$ cat config.mk
export PLATFORM = sky130hd
export DESIGN_NAME = rms_sequencer
export DESIGN_NICKNAME = d
export VERILOG_FILES = /design/src/hw/rms_pkg.sv /design/src/hw/rms_sequencer.sv
export VERILOG_INCLUDE_DIRS = /design/src /design/src/hw
export SDC_FILE = /design/constraint.sdc
export NUM_CORES = 1
export LEC_CHECK = 0
export BUFFER_PORTS_ARGS = -buffer_cell sky130_fd_sc_hd__buf_2
export CAP_MARGIN = 10
export CORE_AREA = 2 2 78 95
export CTS_BUF_LIST = sky130_fd_sc_hd__clkbuf_4 sky130_fd_sc_hd__clkbuf_8
export CTS_CLUSTER_SIZE = 25
export DETAILED_ROUTE_END_ITERATION = 10
export DIE_AREA = 0 0 80 97
export GPL_TIMING_DRIVEN = 0
export PLACE_DENSITY = 0.76
export REMOVE_ABC_BUFFERS = 1
export SLEW_MARGIN = 20
export SYNTH_ARGS = -nofsm -noshare
export SYNTH_HDL_FRONTEND = slang
export SYNTH_SLANG_ARGS = --single-unit
$ cat constraint.sdc
create_clock -name core_clk -period 1.76 [get_ports core_clk]
set_input_delay 0.088 -clock core_clk [delete_from_list [all_inputs] [get_ports core_clk]]
set_output_delay 0.088 -clock core_clk [all_outputs]
set_load 0.05 [all_outputs]
$ cat src/hw/rms_map.svh
`ifndef RMS_MAP_SVH
`define RMS_MAP_SVH

// Register byte offsets
`define RMS_ADDR_W          12
`define RMS_OFF_COND        12'h000
`define RMS_OFF_CYCLE       12'h004
`define RMS_OFF_STATUS      12'h008
`define RMS_OFF_CLEAR       12'h00c

// Reset values
`define RMS_COND_RST        8'h00
`define RMS_CYCLE_RST       16'h03e8

// Minimum communication cycle, 0.250 ms, held in microseconds
`define RMS_MIN_CYCLE_US    16'h00fa

// Condition setting nibble codes
`define RMS_IO_OFF          4'h0
`define RMS_IO_EDGE         4'h1
`define RMS_IO_NEAR         4'h2
`define RMS_IO_POWER        4'h3
`define RMS_COMM_OFF        4'h0
`define RMS_COMM_ON         4'h1

// Alarm codes
`define RMS_ALM_MAIN        8'h57
`define RMS_SUB_IO          4'h1
`define RMS_SUB_COMM        4'h2
`define RMS_SUB_FAULT       4'h3

// Status field positions
`define RMS_ST_IO           0
`define RMS_ST_COMM         1
`define RMS_ST_FAULT        2
`define RMS_ST_FSM_LO       4
`define RMS_ST_FSM_HI       7
`define RMS_ST_ARMED        8
`define RMS_ST_SRC          9
`define RMS_ST_MAIN_LO      16
`define RMS_ST_MAIN_HI      23
`define RMS_ST_SUB_LO       24
`define RMS_ST_SUB_HI       27

`endif

$ cat src/hw/rms_pkg.sv
package rms_pkg;

   typedef enum logic [3:0] {
      RMS_IDLE  = 4'h1,
      RMS_STOP  = 4'h2,
      RMS_MOVE  = 4'h4,
      RMS_HOLD  = 4'h8
   } rms_fsm_type;

   typedef struct packed {
      logic        reqIn;
      logic        nearIn;
      logic        powerOffIn;
      logic        commAlmIn;
   } rms_samp_type;

   typedef struct packed {
      rms_fsm_type  fsm;
      rms_samp_type prev;
      logic         armed;
      logic         srcComm;
      logic [7:0]   cond;
      logic [15:0]  cycleUs;
      logic         almIo;
      logic         almComm;
      logic         almFault;
      logic         maxDecel;
      logic         retractMove;
      logic         haltCmd;
      logic         brakeRel;
      logic         energize;
      logic [31:0]  prdata;
      logic         pready;
      logic         pslverr;
   } rms_state_type;

endpackage

$ cat src/hw/rms_sequencer.sv
// Contract
// - Retract on I/O or communication trigger
// - Low nibble 1: request rising edge triggers
// - Low nibble 2: request rises, near-origin on
// - Low nibble 2: near-origin rises while armed
// - Low nibble 3: main power loss triggers
// - High nibble 1: communication alarm triggers
// - I/O retract done raises alarm 87.1
// - Comm retract done raises alarm 87.2
// - Invalid condition setting raises fault alarm
// - Enabled with too short cycle faults
// - Travel inhibit during retract suspends, faults
// - Trigger under travel inhibit is refused
// - Trigger during non-host motion faults
// - Other alarm during retract suspends, faults
// - Trigger with servo off faults
// - Moving motor: max-decel stop, then retract
// - Command decel: max-decel stop, then retract
// - Protective decel: halt, no retract, fault
// - After completion hold energy until brake
// - Stopped motor: retract directly
//
// Chosen here: the register addresses and the APB register port.
`timescale 1ns/1ps
`default_nettype none
`include "rms_map.svh"

module rms_sequencer
   import rms_pkg::*;
(
   input  wire logic                   core_clk,
   input  wire logic                   rst_n,
   input  wire logic                   psel,
   input  wire logic                   penable,
   input  wire logic                   pwrite,
   input  wire logic [`RMS_ADDR_W-1:0] paddr,
   input  wire logic [31:0]            pwdata,
   output logic      [31:0]            prdata,
   output logic                        pready,
   output logic                        pslverr,
   input  wire logic                   retractRequestInput,
   input  wire logic                   nearOriginInput,
   input  wire logic                   mainPowerOff,
   input  wire logic                   processDataWatchdogAlarm,
   input  wire logic                   syncSignalAlarm,
   input  wire logic                   linkLossAlarm,
   input  wire logic                   positiveTravelInhibit,
   input  wire logic                   negativeTravelInhibit,
   input  wire logic                   otherAlarm,
   input  wire logic                   servoOn,
   input  wire logic                   hostMotion,
   input  wire logic                   motorMoving,
   input  wire logic                   commandDecel,
   input  wire logic                   protectiveDecel,
   input  wire logic                   motorStopped,
   input  wire logic                   retractMoveDone,
   input  wire logic                   brakeEngaged,
   output logic                        retractDoneIoAlarm,
   output logic                        retractDoneCommAlarm,
   output logic                        retractFaultAlarm,
   output logic                        maxDecelStop,
   output logic                        retractMove,
   output logic                        haltPositionCommand,
   output logic                        brakeReleaseOutput,
   output logic                        keepEnergized
);

   rms_state_type s_r;
   rms_state_type s_nxt;

   rms_samp_type  samp;
   logic          reqRise;
   logic          nearRise;
   logic          powerRise;
   logic          commRise;
   logic          trigIo;
   logic          trigComm;
   logic          trig;
   logic          inhibit;
   logic          condBad;
   logic          cycleBad;
   logic          busy;
   logic          setup;
   logic          wrDone;
   logic [3:0]    riseVec;
   genvar         gi;
   logic [3:0]    ioSel;
   logic [3:0]    commSel;
   logic [31:0]   status;

   function automatic logic rises(input logic prevV, input logic curV);
      rises = ~prevV & curV;
   endfunction

   function automatic logic mapped(input logic [`RMS_ADDR_W-1:0] a);
      mapped = (a == `RMS_OFF_COND) || (a == `RMS_OFF_CYCLE) ||
               (a == `RMS_OFF_STATUS) || (a == `RMS_OFF_CLEAR);
   endfunction

   assign samp.reqIn      = retractRequestInput;
   assign samp.nearIn     = nearOriginInput;
   assign samp.powerOffIn = mainPowerOff;
   assign samp.commAlmIn  = processDataWatchdogAlarm | syncSignalAlarm |
                            linkLossAlarm;

   assign ioSel   = s_r.cond[3:0];
   assign commSel = s_r.cond[7:4];
   assign inhibit = positiveTravelInhibit | negativeTravelInhibit;
   assign busy    = (s_r.fsm == RMS_STOP) || (s_r.fsm == RMS_MOVE);

   // One edge detector per sampled input: previous sample against current
   generate
      for (gi = 0; gi < 4; gi++) begin : g_rise
         assign riseVec[gi] = rises(s_r.prev[gi], samp[gi]);
      end
   endgenerate

   assign reqRise   = riseVec[3];
   assign nearRise  = riseVec[2];
   assign powerRise = riseVec[1];
   assign commRise  = riseVec[0];

   always_comb begin
      s_nxt      = s_r;
      s_nxt.prev = samp;

      condBad = ~((ioSel <= `RMS_IO_POWER) &&
                  (commSel <= `RMS_COMM_ON));
      cycleBad = (s_r.cond != `RMS_COND_RST) &&
                 (s_r.cycleUs < `RMS_MIN_CYCLE_US);

      trigIo = 1'b0;
      case (ioSel)
         `RMS_IO_EDGE: begin
            trigIo = reqRise;
         end
         `RMS_IO_NEAR: begin
            trigIo = (reqRise & samp.nearIn) |
                     (s_r.armed & nearRise);
         end
         `RMS_IO_POWER: begin
            trigIo = powerRise;
         end
         default: begin
            trigIo = 1'b0;
         end
      endcase
      trigComm = (commSel == `RMS_COMM_ON) & commRise;
      trig     = (trigIo | trigComm) & ~condBad & ~cycleBad;

      // Near-origin arm window after a request edge
      if (ioSel == `RMS_IO_NEAR && reqRise && !samp.nearIn) begin
         s_nxt.armed = 1'b1;
      end
      if (!samp.reqIn || s_r.almIo || s_r.almComm ||
          s_r.almFault || trigIo) begin
         s_nxt.armed = 1'b0;
      end

      // Software clears alarms by writing ones
      setup  = psel & ~penable;
      wrDone = psel & penable & s_r.pready & pwrite;
      if (wrDone && paddr == `RMS_OFF_CLEAR) begin
         if (pwdata[`RMS_ST_IO]) begin
            s_nxt.almIo = 1'b0;
         end
         if (pwdata[`RMS_ST_COMM]) begin
            s_nxt.almComm = 1'b0;
         end
         if (pwdata[`RMS_ST_FAULT]) begin
            s_nxt.almFault = 1'b0;
            s_nxt.haltCmd  = 1'b0;
         end
      end
      if (wrDone && paddr == `RMS_OFF_COND) begin
         s_nxt.cond = pwdata[7:0];
      end
      if (wrDone && paddr == `RMS_OFF_CYCLE) begin
         s_nxt.cycleUs = pwdata[15:0];
      end

      if (condBad || cycleBad) begin
         s_nxt.almFault = 1'b1;
      end
      if ((trigIo | trigComm) && (condBad || cycleBad)) begin
         s_nxt.haltCmd = 1'b1;
      end

      case (s_r.fsm)
         RMS_IDLE: begin
            if (trig) begin
               s_nxt.srcComm = ~trigIo & trigComm;
               if (inhibit || !hostMotion || !servoOn ||
                   protectiveDecel) begin
                  s_nxt.almFault = 1'b1;
                  s_nxt.haltCmd  = 1'b1;
               end else if (motorMoving || commandDecel) begin
                  s_nxt.fsm      = RMS_STOP;
                  s_nxt.maxDecel = 1'b1;
               end else begin
                  s_nxt.fsm         = RMS_MOVE;
                  s_nxt.retractMove = 1'b1;
               end
            end
         end
         RMS_STOP: begin
            if (motorStopped) begin
               s_nxt.fsm         = RMS_MOVE;
               s_nxt.maxDecel    = 1'b0;
               s_nxt.retractMove = 1'b1;
            end
         end
         RMS_MOVE: begin
            // Completion loses to a suspension seen in the same cycle
            if (retractMoveDone && !inhibit && !otherAlarm) begin
               s_nxt.fsm         = RMS_HOLD;
               s_nxt.retractMove = 1'b0;
               s_nxt.brakeRel    = 1'b1;
               s_nxt.energize    = 1'b1;
               if (s_r.srcComm) begin
                  s_nxt.almComm = 1'b1;
               end else begin
                  s_nxt.almIo = 1'b1;
               end
            end
         end
         RMS_HOLD: begin
            if (brakeEngaged) begin
               s_nxt.fsm      = RMS_IDLE;
               s_nxt.energize = 1'b0;
            end
         end
         default: begin
            s_nxt.fsm = RMS_IDLE;
         end
      endcase

      // Suspension overrides any progress made this cycle
      if (busy && (inhibit || otherAlarm)) begin
         s_nxt.fsm         = RMS_IDLE;
         s_nxt.maxDecel    = 1'b0;
         s_nxt.retractMove = 1'b0;
         s_nxt.almFault    = 1'b1;
         s_nxt.haltCmd     = 1'b1;
      end

      // Brake release follows the completion alarm once back in idle
      if (s_r.fsm == RMS_IDLE && !s_nxt.almIo && !s_nxt.almComm) begin
         s_nxt.brakeRel = 1'b0;
      end

      // APB: data captured in setup, answer in first access cycle
      status = 32'h0000_0000;
      status[`RMS_ST_IO]                     = s_r.almIo;
      status[`RMS_ST_COMM]                   = s_r.almComm;
      status[`RMS_ST_FAULT]                  = s_r.almFault;
      status[`RMS_ST_FSM_HI:`RMS_ST_FSM_LO]  = s_r.fsm;
      status[`RMS_ST_ARMED]                  = s_r.armed;
      status[`RMS_ST_SRC]                    = s_r.srcComm;
      if (s_r.almIo || s_r.almComm || s_r.almFault) begin
         status[`RMS_ST_MAIN_HI:`RMS_ST_MAIN_LO] = `RMS_ALM_MAIN;
      end
      if (s_r.almFault) begin
         status[`RMS_ST_SUB_HI:`RMS_ST_SUB_LO] = `RMS_SUB_FAULT;
      end else if (s_r.almComm) begin
         status[`RMS_ST_SUB_HI:`RMS_ST_SUB_LO] = `RMS_SUB_COMM;
      end else if (s_r.almIo) begin
         status[`RMS_ST_SUB_HI:`RMS_ST_SUB_LO] = `RMS_SUB_IO;
      end

      s_nxt.pready = setup;
      if (setup) begin
         s_nxt.pslverr = ~mapped(paddr) |
                         (pwrite & (paddr == `RMS_OFF_STATUS));
         s_nxt.prdata  = 32'h0000_0000;
         if (!pwrite) begin
            case (paddr)
               `RMS_OFF_COND: begin
                  s_nxt.prdata = {24'h00_0000, s_r.cond};
               end
               `RMS_OFF_CYCLE: begin
                  s_nxt.prdata = {16'h0000, s_r.cycleUs};
               end
               `RMS_OFF_STATUS: begin
                  s_nxt.prdata = status;
               end
               default: begin
                  s_nxt.prdata = 32'h0000_0000;
               end
            endcase
         end
      end else if (!(psel && penable && !s_r.pready)) begin
         s_nxt.pslverr = 1'b0;
         s_nxt.prdata  = 32'h0000_0000;
      end
   end

   always_ff @(posedge core_clk or negedge rst_n) begin
      if (!rst_n) begin
         s_r             <= '0;
         s_r.fsm         <= RMS_IDLE;
         s_r.cond        <= `RMS_COND_RST;
         s_r.cycleUs     <= `RMS_CYCLE_RST;
      end else begin
         s_r <= s_nxt;
      end
   end

   assign prdata               = s_r.prdata;
   assign pready               = s_r.pready;
   assign pslverr              = s_r.pslverr;
   assign retractDoneIoAlarm   = s_r.almIo;
   assign retractDoneCommAlarm = s_r.almComm;
   assign retractFaultAlarm    = s_r.almFault;
   assign maxDecelStop         = s_r.maxDecel;
   assign retractMove          = s_r.retractMove;
   assign haltPositionCommand  = s_r.haltCmd;
   assign brakeReleaseOutput   = s_r.brakeRel;
   assign keepEnergized        = s_r.energize;

endmodule

`default_nettype wire

==> impl_metrics.csv, run 1 <==
group,metric,value,unit
run_status,outcome,"finished with violations",
run_status,violations,"setup timing",
synth,synth_top_cell_by_area,"dfrtp_1",
min_path,hold_end,"pready",
power,p_leak,1.99,nW
synth,avgSynthCellArea,10.7,um2
setup_path,required,1990,ps
cells_and_area,antenna_cells,0,
drt,drt_pass1_iterations,4,
sta,period_needed,1860,ps
global_route,grt_pass1_wl,11800,um
setup_path,critPathCaptureType,"flip-flop",
global_route,grt_pass1_vias,2514,
power,seqPwrFrac,47.2,%
cells_and_area,drive_gt1_share,41.8,%
global_route,grt-ovfl-total,0,
floorplan,num_rows,33,
cts,cts_tree,"yes",
setup_path,criticalPathCategory,"flip-flop to flip-flop",
sta,relSlewSlack,41.7,%
sta,fin_ws,-96.3,ps
setup_path,cp_data_arrival_time,2090,ps
floorplan,start_util,46.7,%
sta,grt_setup_unrepaired,"true",
cts,cts_max_path_buffers,2,
synth,async_reset_ff_share,100,%
cts,ctsHtreeMaxLevel,3,
global_route,track_usage,19.7,%
sta,period_share,105,%
min_path,hp-start,"psel",
setup_path,cp_slowest_stage_delay,400,ps
synth,yosysUniqueCellTypes,54,
global_route,antenna_found_initial,0,
drt,via_per_inst,5.35,
min_path,hold_depth,3,
power,p_sw,0.752,mW
floorplan,die_w,80,um
drt,vias,2578,
cts,insertion_delay,350,ps
min_path,min_path_type,"primary input to flip-flop",
synth,synth_area,3170,um2
drt,drc,0,
setup_path,r2r_slack,-100,ps
sta,max_slew.worst_pin.slew,873,ps
placed_design,io_buffers,82,
power,p_total,3.10,mW
cts,cts_root_buf,"clkbuf_8",
cells_and_area,syn2layout_area_growth,28.7,%
floorplan,die_area,7760,um2
drt,drt_iter0_drc,165,
sta,fin_worst_skew,7.80,ps
floorplan,coreArea,6770,um2
drt,ant_nets,0,
sta,drv_slew,0,
cells_and_area,final_net_count,456,
drt,post_drt_wl_per_cell,15.6,um
synth,synth-edff-count,0,
placed_design,dp_slack,-339,ps
setup_path,reg2regPathDepth,6,
setup_path,cp-start-kind,"flip-flop",
run,drv_cap,0,
floorplan,die_h,97,um
global_route,grt_max_degree,64,
power,intPower,2.35,mW
drt,drt_wl_total,7530,um
sta,setup_viol,6,
setup_path,r2r-end,"retractMove",
power,clkPwrFrac,44.5,%
synth,yosys_warnings,0,
placed_design,dpl_cell_area,3450,um2
synth,synth_top_area_share,44.3,%
cells_and_area,final_cell_area,4070,um2
synth,ys_ff_latch,63,
cts,clk_pin_slew,80,ps
floorplan,num_io_pins,108,
power,power_density,762,nW/um2
placed_design,gp_congestion,0.855,
synth,netlist_top_cells_area,"dfrtp_1, mux2_2, buf_4, dfstp_2, nand2_1",
power,max-vdd-ir-drop,0.463,mV
sta,fmax,539,MHz
setup_path,cp_slowest_cell,"dfstp_2",
power,power_frac_comb,8.3,%
synth,ys_seq_area_share,50.1,%
setup_path,cp_max_fo,3,
cells_and_area,instances_no_fill,482,
setup_path,timing.rr.start,"s_r[51]",
cts,cts_sinks,63,
placed_design,hpwl,5230,um
sta,hold_viol,0,
setup_path,crit_path_cell_trace,"nor4_4, o311ai_1, o211ai_1, nand2b_4, a211oi_4, mux2_4",
power,swShare,24.2,%
sta,holdWs,26.6,ps
cts,cts_buffers,9,
placed_design,placed_cells,433,
synth,synth-main-ff-cell,"dfrtp_1",
synth,netlist_instances,295,
==> metal layers <==
metal  track usage, %  up-vias  wire length (um)
met5                0        -                 0
met4             6.52        0               102
met3             4.48       13               412
met2             32.4       97              3760
met1             25.4     1254              3250
li1                 -     1214                 -
==> synth_stat cells (7+ instances only) <==
cell,instances
a21oi_1,10
a22oi_1,7
buf_4,32
dfrtp_1,56
dfstp_2,7
inv_1,9
mux2_2,24
mux2i_1,8
nand2_1,22
nor2_1,16
nor3_1,7
o21ai_0,16
o21ai_1,7
==> worst max-delay path by stage <==
stage / startpoint / to / slack (ps) / cells after the start
finish: s_r[51] / retractMove / -100 / 6
global route: s_r[53] / retractMove / -150 / 6
CTS: s_r[53] / retractMove / -120 / 6
detailed placement: s_r[54] / retractMove / -340 / 6
global placement: s_r[55] / retractMove / -350 / 6
floorplan: prdata[22] / prdata[22] / -310 / 2
==> power groups by stage <==
stage	Combinational, mW	Sequential (mW)	Clock [mW]
after floorplan	0.0803	1.51	0
after global placement	0.214	1.49	0
after detailed placement	0.218	1.49	0
after CTS	0.257	1.47	1.41
after global routing	0.281	1.47	1.48
final	0.258	1.47	1.38
==> state kept, by name, summed over array words and instances (netlist names), 4 cells and up <==
register and flops:
prdata 19, s_r 26, ioSel 4, commSel 4
==> metrics by stage <==
| step | setup TNS, ps | utilization [%] |
|---|---|---|
| CTS | -302 | 59.1 |
| global route | -727 | 60.2 |
| detailed placement | -4880 | 51.0 |
| floorplan | -5820 | - |
| global placement | -4400 | 50.9 |
| finish | -270 | 60.2 |
==> repair_timing <==
action                                 CTS  global route
endpoints found under the hold margin   82             0
pin swaps                                8             5
buffers inserted                         6             5
hold buffers                            22             0
setup endpoints to repair               29            15
gates resized for setup                  9            10
==> cell usage in the layout, fill, tap and decap left out, drive strengths merged, types with 4 or more instances in the layout <==
cell type	Yosys	routed
nor2	17	17
dlygate4sd3	0	22
o21ai	23	23
nand2b	5	5
or3	5	5
dfrtp	56	56
nor3b	4	4
mux2i	8	8
a22o	6	6
inv	9	9
conb	1	9
a21oi	10	10
clkbuf	4	9
dfstp	7	7
nand2	22	22
mux2	25	25
nor3	7	7
nor2b	5	5
nand3	6	6
buf	35	93
a22oi	7	7
nor4	5	5
==> final cells by class <==
| class | count | area, um2 |
|---|---|---|
| Clock inverter | 7 | 97.6 |
| Timing Repair Buffer | 115 | 728 |
| Sequential cell | 63 | 1590 |
| Tap cell | 87 | 109 |
| Clock buffer | 9 | 124 |
| Fill cell | 562 | 2700 |
| Inverter | 9 | 33.8 |
| Multi-Input combinational cell | 192 | 1390 |
==> cell families after synthesis <==
kind of cell	synth area share (%)
muxes	11.5
other	0.118
buffers and inverters	9.56
AOI/OAI and AO/OA	13.4
and+or+nand+nor	15.3
DFF	50.1
==> worst max-delay path, delay by kind of cell (launching register included) <==
family / cells / cell delay (ps)
compound gates: 3 / 520
flops: 1 / 400
mux: 1 / 310
simple gates: 2 / 510
(Power assumes the default switching activity.)
==> run 2: changes to the inputs <==
CORE_AREA = 2 2 86 88   (was 2 2 78 95)
DIE_AREA = 0 0 88 90   (was 0 0 80 97)
PLACE_DENSITY = 0.75   (was 0.76)
==> impl_metrics.csv, run 2 (same netlist as run 1, synthesis figures left out) <==
group,metric,value,unit
cts,cts_buffers,9,
min_path,min_path_type,"primary input to flip-flop",
sta,drv_slew,0,
placed_design,gp_congestion,0.878,
setup_path,cp_max_fo,6,
setup_path,required,1970,ps
cells_and_area,final_common_cell,"buf_2",
floorplan,die_h,90,um
sta,relSlewSlack,42.8,%
setup_path,cp_slowest_stage_delay,450,ps
drt,drc,0,
drt,ant_nets,0,
cells_and_area,antenna_cells,0,
cells_and_area,drive_gt1_share,41.6,%
setup_path,timing.rr.start,"ioSel[1]",
global_route,grt_pass1_vias,2536,
sta,setup_viol,5,
global_route,antenna_found_initial,0,
placed_design,hpwl,5140,um
sta,fin_worst_skew,9.56,ps
cells_and_area,mostFrequentLayoutCells,"buf_2, dfrtp_1, mux2_2",
setup_path,setup.worst_path.end,"retractMove",
cts,cts_root_buf,"clkbuf_8",
sta,fin_ws,-98.7,ps
cts,ctsHtreeMaxLevel,3,
sta,max_slew.worst_pin.slew,857,ps
global_route,grt_pass1_wl,11900,um
sta,tns,-265,ps
setup_path,cpLargestDelayFamily,"compound AO/OA/AOI/OAI gates",
cts,insertion_delay,330,ps
setup_path,cp.depth,6,
setup_path,critPathCaptureType,"flip-flop",
sta,period_needed,1860,ps
cts,clk_pin_slew,70,ps
floorplan,coreArea,7020,um2
sta,grt_setup_unrepaired,"true",
setup_path,r2r-end,"retractMove",
drt,drt_wl_total,7360,um
sta,fmax,538,MHz
sta,period_share,106,%
global_route,grt-ovfl-total,0,
run_status,violations,"setup timing",
floorplan,die_area,7920,um2
setup_path,crit_buf_inv,0,
placed_design,io_buffers,82,
setup_path,criticalPathCategory,"flip-flop to flip-flop",
power,p_total,2.84,mW
sta,hold_viol,0,
drt,drt_iter0_drc,148,
floorplan,die_w,88,um
floorplan,num_io_pins,108,
setup_path,cp-start-kind,"flip-flop",
cells_and_area,largest_reg_flops,26,
setup_path,cp_slowest_cell,"dfrtp_2",
cells_and_area,syn2layout_area_growth,27.2,%
drt,drt_pass1_iterations,4,
run,drv_cap,0,
cells_and_area,largest_register,"s_r",
power,max-vdd-ir-drop,0.321,mV
drt,via_per_inst,5.16,
floorplan,start_util,45.1,%
cts,cts_sinks,63,
setup_path,reg2regPathDepth,6,
cts,cts_max_path_buffers,2,
power,p_leak,1.98,nW
drt,post_drt_wl_per_cell,14.9,um
power,power_density,705,nW/um2
global_route,grt_max_degree,64,
cts,cts_tree,"yes",
run_status,outcome,"finished with violations",
floorplan,num_rows,31,
global_route,track_usage,19.3,%
cells_and_area,final_net_count,455,
setup_path,r2r_slack,-100,ps
setup_path,cp_data_arrival_time,2070,ps
drt,vias,2545,
setup_path,crit_path_cell_trace,"and3b_1, o211a_1, a311o_1, nand2b_4, a211oi_2, mux2_4",
setup_path,crit_start,"ioSel[1]",
==> run 2: changes by cell type in the layout (fill, tap and decap cells not counted), sizes merged <==
cell,before,now
dlygate4sd3,22,20
clkbuf,9,12
buf,93,94
bufinv,2,0
clkinvlp,2,0
clkinv,3,4
==> run 2: cell type report <==
| class | instances | area, um2 |
|---|---|---|
| Clock buffer | 12 | 159 |
| Sequential cell | 63 | 1590 |
| Tap cell | 99 | 124 |
| Timing Repair Buffer | 114 | 716 |
| Multi-Input combinational cell | 192 | 1390 |
| Inverter | 9 | 33.8 |
| Clock inverter | 4 | 20.0 |
| Fill cell | 615 | 2990 |
==> run 2: per-stage QoR <==
stage	instances	instance area [um2]	worst slack [ps]	hold slack (ps)	utilization, %
2_1_floorplan	264	2930	-308	-208	-
3_3_place_gp	445	3460	-400	231	49.3
3_5_place_dp	445	3470	-398	223	49.4
4_1_cts	489	3990	-62.9	6.47	56.8
5_1_grt	493	4030	-161	22.4	57.4
6_report	493	4030	-98.7	23.8	57.4
==> run 2: timing repair <==
item,CTS,global route
pin swaps,12,2
buffers inserted,8,4
hold buffers,20,0
endpoints found under the setup margin,30,10
gates resized for setup,12,4
endpoints found under the hold margin,75,0
==> run 2: worst reg2reg max path, stage by stage, from the launching register on <==
cell and delay (ps):
dfrtp_2 450, and3b_1 180, o211a_1 220, a311o_1 400, nand2b_4 120, a211oi_2 70
mux2_4 310
==> run 2: worst min path at each step <==
| stage | to | slack [ps] | start | cells after the start |
|---|---|---|---|---|
| after CTS | commSel[2] | 6 | pwdata[6] | 2 |
| after global routing | commSel[2] | 20 | pwdata[6] | 2 |
| final | commSel[2] | 20 | pwdata[6] | 2 |
| after floorplan | brakeReleaseOutput | -210 | rst_n | 0 |
| after global placement | s_r[69] | 230 | mainPowerOff | 1 |
| after detailed placement | s_r[74] | 220 | rst_n | 1 |
==> run 2: report_power, final <==
group	internal, mW	switching (mW)	total [mW]
sequential	1.46	0.00792	1.47
combinational	0.0928	0.161	0.254
clock	0.594	0.524	1.12
total	2.15	0.693	2.84
==> run 2: per-layer routing <==
layer / routed length [um] / up-vias / GRT usage, %
met4: 55 / 0 / 7.44
li1: - / 1211 / -
met2: 3700 / 83 / 31.3
met1: 3250 / 1247 / 25.8
met5: 0 / - / 0
met3: 360 / 4 / 3.12
==> run 3: changes to the inputs <==
CORE_AREA = 2 2 79 81   (was 2 2 86 88)
DIE_AREA = 0 0 81 83   (was 0 0 88 90)
PLACE_DENSITY = 0.84   (was 0.75)
clock period = 2.3 ns   (was 1.76 ns; I/O delays follow)
==> impl_metrics.csv, run 3 (same netlist as run 1, synthesis figures left out) <==
group,metric,value,unit
run_status,outcome,"complete, no violations",
cells_and_area,post-route-util,64.1,%
global_route,grt-ovfl-total,0,
cells_and_area,largest_register,"s_r",
placed_design,dp_slack,230,ps
cts,cts_buffers,9,
setup_path,cp_slowest_stage_delay,400,ps
drt,ant_nets,0,
sta,setup_viol,0,
setup_path,cp_slowest_cell,"dfrtp_1",
cells_and_area,final_net_count,434,
drt,drt_iter0_drc,199,
cts,cts_root_buf,"clkbuf_8",
floorplan,die_h,83,um
floorplan,num_io_pins,108,
cts,cts_max_path_buffers,2,
cells_and_area,final_common_cell,"buf_2",
global_route,grt_max_degree,64,
placed_design,io_buffers,82,
setup_path,critPathCaptureType,"flip-flop",
sta,tns,0,ps
setup_path,criticalPathCategory,"flip-flop to flip-flop",
floorplan,start_util,54.4,%
setup_path,cp_data_arrival_time,2260,ps
sta,holdWs,12.0,ps
cts,clk_pin_slew,70,ps
floorplan,die_area,6720,um2
floorplan,num_rows,28,
setup_path,crit_path_cell_trace,"nor4_1, o311ai_1, o211ai_1, nand2b_2, a211oi_2, mux2_4",
sta,fin_ws,259,ps
run,drv_cap,0,
drt,via_per_inst,5.47,
drt,drt_wl_total,6890,um
power,max-vdd-ir-drop,0.330,mV
cts,cts_sinks,63,
floorplan,coreArea,5820,um2
sta,fmax,490,MHz
power,p_leak,1.85,nW
global_route,track_usage,21.5,%
drt,drt_pass1_iterations,4,
sta,fin_worst_skew,7.31,ps
sta,grt_setup_unrepaired,"false",
cts,insertion_delay,330,ps
floorplan,die_w,81,um
power,power_density,585,nW/um2
drt,post_drt_wl_per_cell,15.4,um
cells_and_area,largest_reg_flops,26,
placed_design,gp_congestion,0.884,
cts,ctsHtreeMaxLevel,3,
setup_path,cp_max_fo,5,
cts,cts_tree,"yes",
cells_and_area,antenna_cells,0,
global_route,grt_pass1_wl,11100,um
sta,max_slew.worst_pin.slew,880,ps
cells_and_area,nFillCells,456,
setup_path,required,2520,ps
sta,period_needed,2040,ps
sta,relSlewSlack,41.3,%
drt,vias,2451,
sta,hold_viol,0,
sta,drv_slew,0,
placed_design,placed_cells,421,
setup_path,cp-start-kind,"flip-flop",
cts,cts_setup_buffers,0,
placed_design,hpwl,4990,um
min_path,min_path_type,"primary input to flip-flop",
cells_and_area,mostFrequentLayoutCells,"buf_2, dfrtp_1, mux2_2",
global_route,antenna_found_initial,0,
sta,period_share,88.7,%
setup_path,crit_buf_inv,0,
drt,drc,0,
cells_and_area,instances_no_fill,448,
cells_and_area,drive_gt1_share,38.1,%
cells_and_area,syn2layout_area_growth,17.8,%
setup_path,cpLargestDelayFamily,"simple AND/OR/NAND/NOR gates",
global_route,grt_pass1_vias,2436,
[run 3: changes by cell type in the layout (fill, tap and decap cells not counted), moves of 3 or more]
cell	delta
dfrtp_1	+3
dlygate4sd3_1	-9
dfrtp_2	-3
buf_4	-11
[run 3: what timing repair did]
item	4_1_cts	5_1_grt
hold buffers	11	0
gates resized for setup	0	0
endpoints found under the hold margin	64	0
[run 3: final cells by class]
class | instances | area [um2] | share of cell area, %
flip-flops and latches | 63 | 1590 | 42.5
multi-input cells | 192 | 1310 | 35.1
repair buffers | 93 | 523 | 14.0
clock buffers | 13 | 166 | 4.46
well taps | 75 | 93.8 | 2.52
inverters | 9 | 33.8 | 0.906
clock inverters | 3 | 17.5 | 0.470
[run 3: final timing paths]
kind,startpoint,endpoint,slack (ps),depth (start not counted)
worst min-delay path,pwdata[11],s_r[53],10,2
max in group asynchronous,rst_n,prdata[7],1380,2
worst max register to register,s_r[55],retractMove,260,6
worst max-delay path,s_r[55],retractMove,260,6
worst min register to register,prdata[9],prdata[9],480,2
min in group asynchronous,rst_n,s_r[74],400,2
[run 3: layer usage]
metal	share of wire [%]	vias up	GRT usage, %
met5	0	-	0
li1	-	1167	-
met4	1.8	0	10.6
met3	5.4	10	4.13
met1	43	1187	28.3
met2	49	87	33.9
[run 3: stage by stage]
step | area [um2] | total power [mW]
after floorplan | 2930 | 1.22
after global placement | 3430 | 1.30
after detailed placement | 3440 | 1.31
after CTS | 3730 | 2.20
after global routing | 3730 | 2.27
final | 3730 | 2.18
[run 3: report_power, final]
| part | switching [mW] | internal (mW) | total, mW |
|---|---|---|---|
| Combinational | 0.119 | 0.0606 | 0.180 |
| Sequential | 0.00589 | 1.12 | 1.12 |
| Clock | 0.409 | 0.471 | 0.880 |
| Total | 0.534 | 1.65 | 2.18 |
